## config.mk

```make
export PLATFORM = sky130hd
export DESIGN_NAME = zero_return_sequencer
export DESIGN_NICKNAME = d
export VERILOG_FILES = /design/src/zero_return_pkg.sv /design/src/zero_return_sequencer.sv
export SDC_FILE = /design/constraint.sdc
export NUM_CORES = 1
export LEC_CHECK = 0
export BUFFER_PORTS_ARGS = -buffer_cell sky130_fd_sc_hd__buf_2
export CAP_MARGIN = 25
export CORE_ASPECT_RATIO = 1.25
export CORE_UTILIZATION = 45
export CTS_BUF_LIST = sky130_fd_sc_hd__clkbuf_4 sky130_fd_sc_hd__clkbuf_8
export CTS_CLUSTER_SIZE = 30
export DETAILED_ROUTE_END_ITERATION = 10
export GPL_TIMING_DRIVEN = 1
export SLEW_MARGIN = 20
export SYNTH_ARGS = -nofsm -noshare
export SYNTH_HDL_FRONTEND = slang
export SYNTH_SLANG_ARGS = --single-unit
export TNS_END_PERCENT = 1
```

## constraint.sdc

```tcl
create_clock -name pclk -period 4.1 [get_ports pclk]
set_input_delay 0.41 -clock pclk [delete_from_list [all_inputs] [get_ports pclk]]
set_output_delay 0.41 -clock pclk [all_outputs]
set_load 0.01 [all_outputs]
```

## src/zero_return_pkg.sv

```systemverilog
// constants for the mechanical zero return sequencer
package zero_return_pkg;
    localparam int AXES = 2;
    localparam int SPD_W = 16;
    localparam int POS_W = 32;
    localparam int ADDR_W = 8;
    // register map
    localparam logic [7:0] OFF_CTRL = 8'h00;
    localparam logic [2:0] BASE_X = 3'h1;
    localparam logic [2:0] BASE_Y = 3'h2;
    localparam logic [4:0] OFF_CFG = 5'h00;
    localparam logic [4:0] OFF_ZP = 5'h04;
    localparam logic [4:0] OFF_HSPD = 5'h08;
    localparam logic [4:0] OFF_CREEP = 5'h0c;
    localparam logic [4:0] OFF_TRQ = 5'h10;
    localparam logic [4:0] OFF_SPDCHG = 5'h14;
    localparam logic [4:0] OFF_STATUS = 5'h18;
    localparam logic [4:0] OFF_CURPOS = 5'h1c;
    // control bits
    localparam int CTRL_CMD_X = 0;
    localparam int CTRL_CMD_Y = 1;
    localparam int CTRL_SIMUL = 2;
    localparam int CTRL_SPD_LOCK = 3;
    localparam int CTRL_W = 4;
    // axis configuration bits
    localparam int CFG_MODE_LO = 0;
    localparam int CFG_DIR = 10;
    localparam int CFG_POL = 12;
    localparam int CFG_SEL = 14;
    localparam int CFG_W = 15;
    // status bits
    localparam int ST_ZR_DONE = 0;
    localparam int ST_POS_DONE = 1;
    localparam int ST_BUSY = 2;
    localparam int ST_LIM_ERR = 3;
    localparam int ST_REJECT = 4;
    // zero return modes
    localparam logic [1:0] MODE_DATASET = 2'h0;
    localparam logic [1:0] MODE_STOP1 = 2'h1;
    localparam logic [1:0] MODE_STOP2 = 2'h2;
    localparam logic [1:0] MODE_BAD = 2'h3;
    // reset values
    localparam logic [CFG_W-1:0] CFG_RST = 15'h0000;
    localparam logic [SPD_W-1:0] SPD_RST = 16'h0000;
    localparam logic [POS_W-1:0] POS_RST = 32'h0000_0000;
    localparam logic [31:0] RD_ZERO = 32'h0000_0000;

    typedef enum logic [3:0] {
        AX_IDLE = 4'h1,
        AX_HIGH = 4'h2,
        AX_CREEP = 4'h4,
        AX_STOP = 4'h8
    } axis_state_t;
endpackage

```

## src/zero_return_sequencer.sv

```systemverilog
// two-axis mechanical zero return sequencer with apb registers
//
// Implementation choices: the placing of the registers and the APB interface to the registers.
`timescale 1ns/100ps
module zero_return_sequencer
    import zero_return_pkg::*;
(
    // clock and reset
    input wire logic pclk,
    input wire logic presetn,
    // apb slave
    input wire logic psel,
    input wire logic penable,
    input wire logic pwrite,
    input wire logic [zero_return_pkg::ADDR_W-1:0] paddr,
    input wire logic [31:0] pwdata,
    output logic [31:0] prdata,
    output logic pready,
    output logic pslverr,
    // servo side inputs
    input wire logic [zero_return_pkg::AXES-1:0] index_pass,
    input wire logic [zero_return_pkg::AXES-1:0] sensor_amp,
    input wire logic [zero_return_pkg::AXES-1:0] sensor_mod,
    input wire logic [zero_return_pkg::AXES-1:0] limit_hit,
    input wire logic [zero_return_pkg::AXES-1:0][zero_return_pkg::SPD_W-1:0]
        torque_fb,
    // motion commands
    output logic [zero_return_pkg::AXES-1:0][zero_return_pkg::SPD_W:0]
        vel_cmd,
    output logic [zero_return_pkg::AXES-1:0][zero_return_pkg::SPD_W-1:0]
        torque_lim,
    output logic [zero_return_pkg::AXES-1:0] torque_lim_en
);
    import zero_return_pkg::*;

    logic [CTRL_W-1:0] ctrl, next_ctrl;
    logic [1:0] cmd_prev, next_cmd_prev;
    logic [AXES-1:0] start_req;
    logic [AXES-1:0] sensor;
    logic [AXES-1:0] accept;
    logic wr_en;
    logic [31:0] next_prdata;
    logic next_pready, next_pslverr;
    logic [2:0] base;
    logic [4:0] loc;
    logic mapped_axis;
    logic rd_axis;

    axis_state_t st [AXES], next_st [AXES];
    logic [CFG_W-1:0] cfg [AXES], next_cfg [AXES];
    logic [POS_W-1:0] zp [AXES], next_zp [AXES];
    logic [POS_W-1:0] cur_pos [AXES], next_cur_pos [AXES];
    logic [SPD_W-1:0] hspd [AXES], next_hspd [AXES];
    logic [SPD_W-1:0] act_hspd [AXES], next_act_hspd [AXES];
    logic [SPD_W-1:0] creep [AXES], next_creep [AXES];
    logic [SPD_W-1:0] trq [AXES], next_trq [AXES];
    logic [1:0] mode [AXES], next_mode [AXES];
    logic [4:0] stat [AXES], next_stat [AXES];
    logic [SPD_W:0] next_vel [AXES];
    logic [SPD_W-1:0] next_tlim [AXES];
    logic [AXES-1:0] next_tlim_en;
    logic [AXES-1:0] wr_axis;

    assign base = paddr[7:5];
    assign loc = paddr[4:0];
    assign mapped_axis = (base == BASE_X) || (base == BASE_Y);
    assign rd_axis = (base == BASE_Y);
    assign wr_en = psel && penable && pready && pwrite;
    assign wr_axis[0] = wr_en && (base == BASE_X);
    assign wr_axis[1] = wr_en && (base == BASE_Y);

    // apb answer: no wait state, pready high in the first access cycle, data prepared in setup
    always_comb begin
        next_pready = psel && !penable;
        next_pslverr = 1'b0;
        next_prdata = RD_ZERO;
        if (paddr == OFF_CTRL) begin
            next_prdata = {{(32-CTRL_W){1'b0}}, ctrl};
        end else if (mapped_axis && loc == OFF_CFG) begin
            next_prdata = {{(32-CFG_W){1'b0}}, cfg[rd_axis]};
        end else if (mapped_axis && loc == OFF_ZP) begin
            next_prdata = zp[rd_axis];
        end else if (mapped_axis && loc == OFF_HSPD) begin
            next_prdata = {{(32-SPD_W){1'b0}}, hspd[rd_axis]};
        end else if (mapped_axis && loc == OFF_CREEP) begin
            next_prdata = {{(32-SPD_W){1'b0}}, creep[rd_axis]};
        end else if (mapped_axis && loc == OFF_TRQ) begin
            next_prdata = {{(32-SPD_W){1'b0}}, trq[rd_axis]};
        end else if (mapped_axis && loc == OFF_SPDCHG) begin
            next_prdata = {{(32-SPD_W){1'b0}}, act_hspd[rd_axis]};
        end else if (mapped_axis && loc == OFF_STATUS) begin
            next_prdata = {{27{1'b0}}, stat[rd_axis]};
        end else if (mapped_axis && loc == OFF_CURPOS) begin
            next_prdata = cur_pos[rd_axis];
        end else begin
            next_pslverr = psel && !penable;
        end
    end

    always_ff @(posedge pclk or negedge presetn) begin
        if (!presetn) begin
            pready <= 1'b0;
            pslverr <= 1'b0;
            prdata <= RD_ZERO;
        end else begin
            pready <= next_pready;
            pslverr <= next_pslverr;
            prdata <= next_prdata;
        end
    end

    // control register and command edge detection
    always_comb begin
        next_ctrl = ctrl;
        if (wr_en && paddr == OFF_CTRL) begin
            next_ctrl = pwdata[CTRL_W-1:0];
        end
        next_cmd_prev = {ctrl[CTRL_CMD_Y], ctrl[CTRL_CMD_X]};
        start_req[0] = ctrl[CTRL_CMD_X] && !cmd_prev[0];
        start_req[1] = ctrl[CTRL_SIMUL] ? start_req[0] :
            (ctrl[CTRL_CMD_Y] && !cmd_prev[1]);
    end

    always_ff @(posedge pclk or negedge presetn) begin
        if (!presetn) begin
            ctrl <= {CTRL_W{1'b0}};
            cmd_prev <= 2'h0;
        end else begin
            ctrl <= next_ctrl;
            cmd_prev <= next_cmd_prev;
        end
    end

    // per-axis configuration and sequencer
    always_comb begin
        for (int i = 0; i < AXES; i++) begin
            next_cfg[i] = cfg[i];
            next_zp[i] = zp[i];
            next_hspd[i] = hspd[i];
            next_act_hspd[i] = act_hspd[i];
            next_creep[i] = creep[i];
            next_trq[i] = trq[i];
            next_cur_pos[i] = cur_pos[i];
            next_mode[i] = mode[i];
            next_stat[i] = stat[i];
            next_st[i] = st[i];
            // sensor source and polarity
            sensor[i] = (cfg[i][CFG_SEL] ? sensor_mod[i] : sensor_amp[i])
                ^ cfg[i][CFG_POL];
            accept[i] = start_req[i] && index_pass[i]
                && st[i] == AX_IDLE && cfg[i][CFG_MODE_LO +: 2] != MODE_BAD;
            if (wr_axis[i] && loc == OFF_CFG) begin
                next_cfg[i] = pwdata[CFG_W-1:0];
            end
            if (wr_axis[i] && loc == OFF_ZP) begin
                next_zp[i] = pwdata;
            end
            if (wr_axis[i] && loc == OFF_HSPD) begin
                next_hspd[i] = pwdata[SPD_W-1:0];
            end
            if (wr_axis[i] && loc == OFF_CREEP) begin
                next_creep[i] = pwdata[SPD_W-1:0];
            end
            if (wr_axis[i] && loc == OFF_TRQ) begin
                next_trq[i] = pwdata[SPD_W-1:0];
            end
            if (wr_axis[i] && loc == OFF_SPDCHG && !ctrl[CTRL_SPD_LOCK]) begin
                next_act_hspd[i] = pwdata[SPD_W-1:0];
            end
            if (start_req[i] && !accept[i]) begin
                next_stat[i][ST_REJECT] = 1'b1;
            end
            case (st[i])
                AX_IDLE: begin
                    if (accept[i]) begin
                        next_mode[i] = cfg[i][CFG_MODE_LO +: 2];
                        next_stat[i] = 5'h00;
                        next_act_hspd[i] = hspd[i];
                        if (cfg[i][CFG_MODE_LO +: 2] == MODE_DATASET) begin
                            next_cur_pos[i] = zp[i];
                            next_stat[i][ST_ZR_DONE] = 1'b1;
                        end else if (cfg[i][CFG_MODE_LO +: 2] == MODE_STOP1) begin
                            next_st[i] = AX_HIGH;
                        end else begin
                            next_st[i] = AX_CREEP;
                        end
                    end
                end
                AX_HIGH: begin
                    if (sensor[i]) begin
                        next_st[i] = AX_CREEP;
                    end else if (limit_hit[i] && mode[i] == MODE_STOP1) begin
                        next_st[i] = AX_IDLE;
                        next_stat[i][ST_LIM_ERR] = 1'b1;
                    end
                end
                AX_CREEP: begin
                    if (torque_fb[i] >= trq[i]) begin
                        next_st[i] = AX_STOP;
                    end
                end
                AX_STOP: begin
                    next_cur_pos[i] = zp[i];
                    next_stat[i][ST_ZR_DONE] = 1'b1;
                    next_stat[i][ST_POS_DONE] = 1'b1;
                    next_st[i] = AX_IDLE;
                end
                default: begin
                    next_st[i] = AX_IDLE;
                end
            endcase
            next_stat[i][ST_BUSY] = next_st[i] != AX_IDLE;
            // motion outputs follow the next state
            next_vel[i] = {(SPD_W+1){1'b0}};
            if (next_st[i] == AX_HIGH) begin
                next_vel[i] = {1'b0, next_act_hspd[i]};
            end else if (next_st[i] == AX_CREEP) begin
                next_vel[i] = {1'b0, creep[i]};
            end
            if (!cfg[i][CFG_DIR]) begin
                next_vel[i] = -next_vel[i];
            end
            next_tlim_en[i] = next_st[i] == AX_CREEP;
            next_tlim[i] = next_tlim_en[i] ? next_trq[i] : SPD_RST;
        end
    end

    always_ff @(posedge pclk or negedge presetn) begin
        if (!presetn) begin
            for (int i = 0; i < AXES; i++) begin
                st[i] <= AX_IDLE;
                cfg[i] <= CFG_RST;
                zp[i] <= POS_RST;
                cur_pos[i] <= POS_RST;
                hspd[i] <= SPD_RST;
                act_hspd[i] <= SPD_RST;
                creep[i] <= SPD_RST;
                trq[i] <= SPD_RST;
                mode[i] <= MODE_DATASET;
                stat[i] <= 5'h00;
                vel_cmd[i] <= {(SPD_W+1){1'b0}};
                torque_lim[i] <= SPD_RST;
            end
            torque_lim_en <= {AXES{1'b0}};
        end else begin
            for (int i = 0; i < AXES; i++) begin
                st[i] <= next_st[i];
                cfg[i] <= next_cfg[i];
                zp[i] <= next_zp[i];
                cur_pos[i] <= next_cur_pos[i];
                hspd[i] <= next_hspd[i];
                act_hspd[i] <= next_act_hspd[i];
                creep[i] <= next_creep[i];
                trq[i] <= next_trq[i];
                mode[i] <= next_mode[i];
                stat[i] <= next_stat[i];
                vel_cmd[i] <= next_vel[i];
                torque_lim[i] <= next_tlim[i];
            end
            torque_lim_en <= next_tlim_en;
        end
    end
endmodule

```

======== Yosys cells after proc, flatten, opt, wreduce, memory -nomap -nowiden ========
Index checks and enable logic that the tools add are counted.
W data, S select, Z words.
storage, ports and cells
  output and inout bits ................... 102
  bits in registers ....................... 416
  input port bits ......................... 85
cells by class
  equality and inequality tests ........... 37
  magnitude comparators ................... 3
  add/subtract/negate cells ............... 2
  bitwise operators ....................... 3
  reductions and logical operators ........ 64
  muxes and demuxes ....................... 97
operators by type and width
  cell                  count
  $mux W32              19
  $mux W16              26
  $pmux W32 S2          2
  $mux W15              3
  $logic_and A1 B1 Y1   41
  $mux W4               10
  $mux W17              2
  $neg A17 Y17          2
  $ge A16 B16 Y1        2
  $mux W5               5
  $pmux W4 S3           2
  $mux W1               22
  $eq A5 B5 Y1 const B  4
  $eq A4 B2 Y1 const B  4
  $eq A4 B3 Y1 const B  4
  $ne A2 B2 Y1 const B  8
  $eq A5 B4 Y1 const B  2
  $eq A2 B1 Y1 const B  4
  $eq A4 B1 Y1 const B  2
  $eq A4 B4 Y1 const B  2
  $logic_not A8 Y1      1
  $ne A4 B1 Y1 const B  2
  $pmux W2 S2           2
  $reduce_and A2 Y1     4
  16 further kinds      31

======== Logic depth before layout (Yosys ltp) ========
  depth after elaboration ................. 14
  gate-level depth with buffers ........... 18
  mapped depth without buffers ............ 16

======== Worst setup path before layout ========
OpenSTA, ideal clock, no wires.
  path type ............................... reg-to-reg
  from .................................... register st[0] (netlist bit)
  to ...................................... register vel_cmd[23] (netlist bit)
  period minus slack after synthesis ...... 3.695 ns
  required time ........................... 3.979 ns
  stages on the path, launching flop included .. 16
  arrival ................................. 3.574 ns
  path slack .............................. 0.405 ns
  cells stage by stage .................... dfstp_2 or4b_4 buf_6 a211oi_4 buf_6 buf_4 buf_2 o21ai_0 a22oi_1 ha_1 inv_1 a221oi_2 o31ai_1 a311oi_4 o22ai_1 a22o_1
RTL lines
  item                             RTL line                      source
  start, declared                  zero_return_sequencer.sv:49   axis_state_t st [AXES], next_st [AXES];
  start signal, assigned by index  zero_return_sequencer.sv:247  st[i] <= next_st[i];
  end signal, assigned by index    zero_return_sequencer.sv:241  vel_cmd[i] <= {(SPD_W+1){1'b0}};
  end signal, assigned by index    zero_return_sequencer.sv:257  vel_cmd[i] <= next_vel[i];
  end, declared                    zero_return_sequencer.sv:29   vel_cmd,

==> flow_summary.json <==
{
  "placement.io_buffers": 186,
  "asyncSetResetFlopFracSynth_pct": 100,
  "post-route-period-util_pct": 90.2,
  "category_of_the_most_critical_setup_path": "flop to flop",
  "detailed_place.area_um2": 21900,
  "timing.hold.ws_ns": 0.101,
  "endpoint_kind": "flop",
  "antenna_found_initial": 2,
  "number_of_buffers_added_by_the_clock_tree_synthesis_step": 69,
  "gp_congestion": 1.00,
  "timing.critical_path.fanout_max": 8,
  "synth_top_cell_area_share_pct": 51.4,
  "grt_first_pass_wirelength_um": 96200,
  "synth_simple_gate_area_share_pct": 10.0,
  "post_cts_resized": 0,
  "grt_max_degree": 147,
  "drt-total-wl_um": 63800,
  "synth_top_family_by_area": "multiplexers",
  "final_util_pct": 53.5,
  "critical-path-max-stage-delay_ns": 0.45,
  "gr-total-overflow": 0,
  "chipHeight_um": 239,
  "netlist.top_cell.by_area": "dfrtp_1",
  "final.setup.tns_ns": 0,
  "post_layout_nonfiller_instances": 2609,
  "detailed_place_hpwl_um": 44800,
  "post_drt_via_cell_ratio": 5.88,
  "synth_compound_gate_area_share_pct": 11.9,
  "timing_max_transition_violations_final": 0,
  "setup_viol": 0,
  "final_nets": 2105,
  "synth_ff_type": "dfrtp_1",
  "mux_cell_area_share_after_synthesis_pct": 19.4,
  "data_arrival_time_of_the_critical_path_ns": 4.19,
  "detail_route.drc_violations": 0,
  "number_of_core_rows": 86,
  "fin_worst_skew_ns": 0.0480,
  "drv.max_cap_violation_count": 0,
  "cp_data_required_time_ns": 4.59,
  "overall_fraction_of_global_route_tracks_in_use_pct": 28.6,
  "crit_path_top_delay_cell": "a311oi_4",
  "clk_path_buf_depth": 3,
  "hold_violations": 0,
  "maxSlewHeadroom_pct": 24.8,
  "worst_setup_hold_path_clk_slew_ns": 0.06,
  "synth.lib_cells_used.distinct": 87,
  "ports": 187,
  "firstDrtPassIters": 5,
  "cellLeakagePower_nw": 11.5,
  "worst_slack_ns": 0.402,
  "yosys.area_share.xor_xnor_pct": 1.30,
  "status": "complete, no violations",
  "vdd.ir_drop.worst_mv": 0.237,
  "mostFrequentLayoutCells": "dfrtp_1 (414), mux2_2 (247), buf_2 (185), nand2_1 (153), mux2i_1 (113)",
  "placed_cells": 2467,
  "synth_area_um2": 20200,
  "start_util_pct": 45.7,
  "post_route_minimum_period_ns": 3.70,
  "route.vias.total": 15336,
  "cts_tree": "built",
  "power_mw": 8.52,
  "critical_path.cell_chain": "inv_1 > ha_1 > nand4_1 > a2111o_1 > and4_1 > a21oi_2 > clkinv_2 > a22oi_1 > ha_1 > inv_1 > a221oi_2 > o31ai_1 > a311oi_4 > a41oi_2 > xor2_1",
  "postLayoutCellArea_um2": 23600,
  "first_iter_violations": 1172,
  "highest_clock_frequency_the_design_can_meet_ghz": 0.270,
  "place_ws_ns": 0.323,
  "hp-class": "primary input to flop",
  "syn_area_per_cell_um2": 11.5,
  "grt_pass1_vias": 15643,
  "synth_top_cells_by_area": "dfrtp_1 (51%), mux2_2 (14%), mux2i_1 (5.6%)",
  "final_common_cell": "dfrtp_1",
  "synth_adder_area_share_pct": 2.11,
  "netlist_instances": 1755,
  "area_enclosed_by_the_die_boundary_um2": 45700,
  "wl_per_cell_um": 24.4,
  "synth-edff-count": 0,
  "placeableCoreArea_um2": 44100,
  "drive_gt1_share_pct": 33.1,
  "postSynthRegisterBits": 416,
  "clkLatencyLatePin_ns": 0.66,
  "worst_slew_pin_slew_ns": 1.12,
  "cts_root_buf": "clkbuf_8",
  "post_cts_buffers": 0,
  "grt_setup_unrepaired": "false",
  "numClockSinks": 416,
  "yosys_warnings": 0,
  "ant_nets": 0,
  "die-width_um": 191,
  "setup.worst_path.start_class": "flop",
  "syn2layout_area_growth_pct": 17.1,
  "cellPowerDensity_nw_per_um2": 361,
  "synthesis.nets": 1874,
  "cts-htree-levels": 3,
  "yosysSeqAreaShare_pct": 51.6
}
## final timing paths
check                      startpoint        endpoint  slack, ns  cells past startpoint
min in group asynchronous     presetn  torque_lim[16]       0.36                      2
max                            trq[9]     vel_cmd[31]       0.40                     15
max reg2reg                    trq[9]     vel_cmd[31]       0.40                     15
min                          paddr[0]         pslverr       0.10                      3
max in group asynchronous     presetn  torque_lim[27]       2.67                      3
min reg2reg                   ctrl[1]     cmd_prev[1]       0.41                      0
## flip-flops by register name (all words and copies together) (netlist names)
signal	count
pready	1
creep	32
prdata	32
st	8
act_hspd	32
zp	64
mode	4
cur_pos	64
hspd	32
stat	10
torque_lim	32
pslverr	1
trq	32
vel_cmd	34
cmd_prev	2
torque_lim_en	2
ctrl	4
cfg	30
## cell families after synthesis
| logic type | Yosys count |
|---|---|
| buf+inv | 169 |
| xor+xnor | 30 |
| mux | 360 |
| fa+ha+maj | 34 |
| simple gates | 405 |
| flops | 416 |
| compound gates | 341 |
## power breakdown
part	internal (mW)	switching, mW
clock	2.22	1.73
combinational	0.129	0.290
sequential	4.13	0.0175
## worst max-delay path, delay by kind of cell, from the launching register on
| kind | cells | cell delay, ns |
|---|---|---|
| XOR/XNOR | 1 | 0.18 |
| AO/OA/AOI/OAI | 7 | 1.83 |
| flip-flops | 1 | 0.36 |
| buffers and inverters | 3 | 0.20 |
| AND/OR/NAND/NOR | 2 | 0.48 |
| adder cells (fa/ha/maj) | 2 | 0.50 |
## repair_timing
item                                    in CTS  in global routing
endpoints found under the setup margin       0                  0
hold buffers                                20                  0
hold endpoints to repair                   111                  0
## cell type report
type	instances	area, um^2
clock buffer	105	1350
inverter	61	231
clock inverter	16	143
timing repair buffer	268	1680
multi-input combinational	1170	9070
antenna	1	2.50
fill	3948	20500
tap	572	716
sequential	416	10400
## routing by layer
layer	vias up	GRT usage, %	share of wire [%]
met5	-	0	0
met1	7739	33.3	38
met3	177	5.90	6.3
li1	6812	-	-
met2	608	47.1	48
met4	0	19.5	6.9
## Yosys cell counts (4+ instances only)
cell,count
a31oi_2,4
xnor2_1,25
nor2b_1,4
nor2_1,76
nor4bb_1,5
o31ai_1,9
o21ai_2,5
o21ai_1,5
o211ai_1,5
mux2_2,247
a31oi_1,17
nand3_1,17
or3b_1,5
a21oi_1,91
nand2_1,153
a21oi_2,4
o41ai_1,9
o21ai_0,54
nor3_1,23
o21a_1,4
clkbuf_1,62
xor2_1,5
a22o_1,4
or2_2,6
or3_1,11
nand3b_1,6
inv_1,58
nor4_1,16
mux2i_1,113
a22oi_1,28
buf_1,16
nand4_1,17
ha_1,34
and2_1,39
o22ai_1,38
a211oi_1,5
o221ai_1,12
nor3b_1,6
dfrtp_1,414
nand2b_1,4
buf_2,20
buf_6,8
Power figures use the tool's default switching activity.
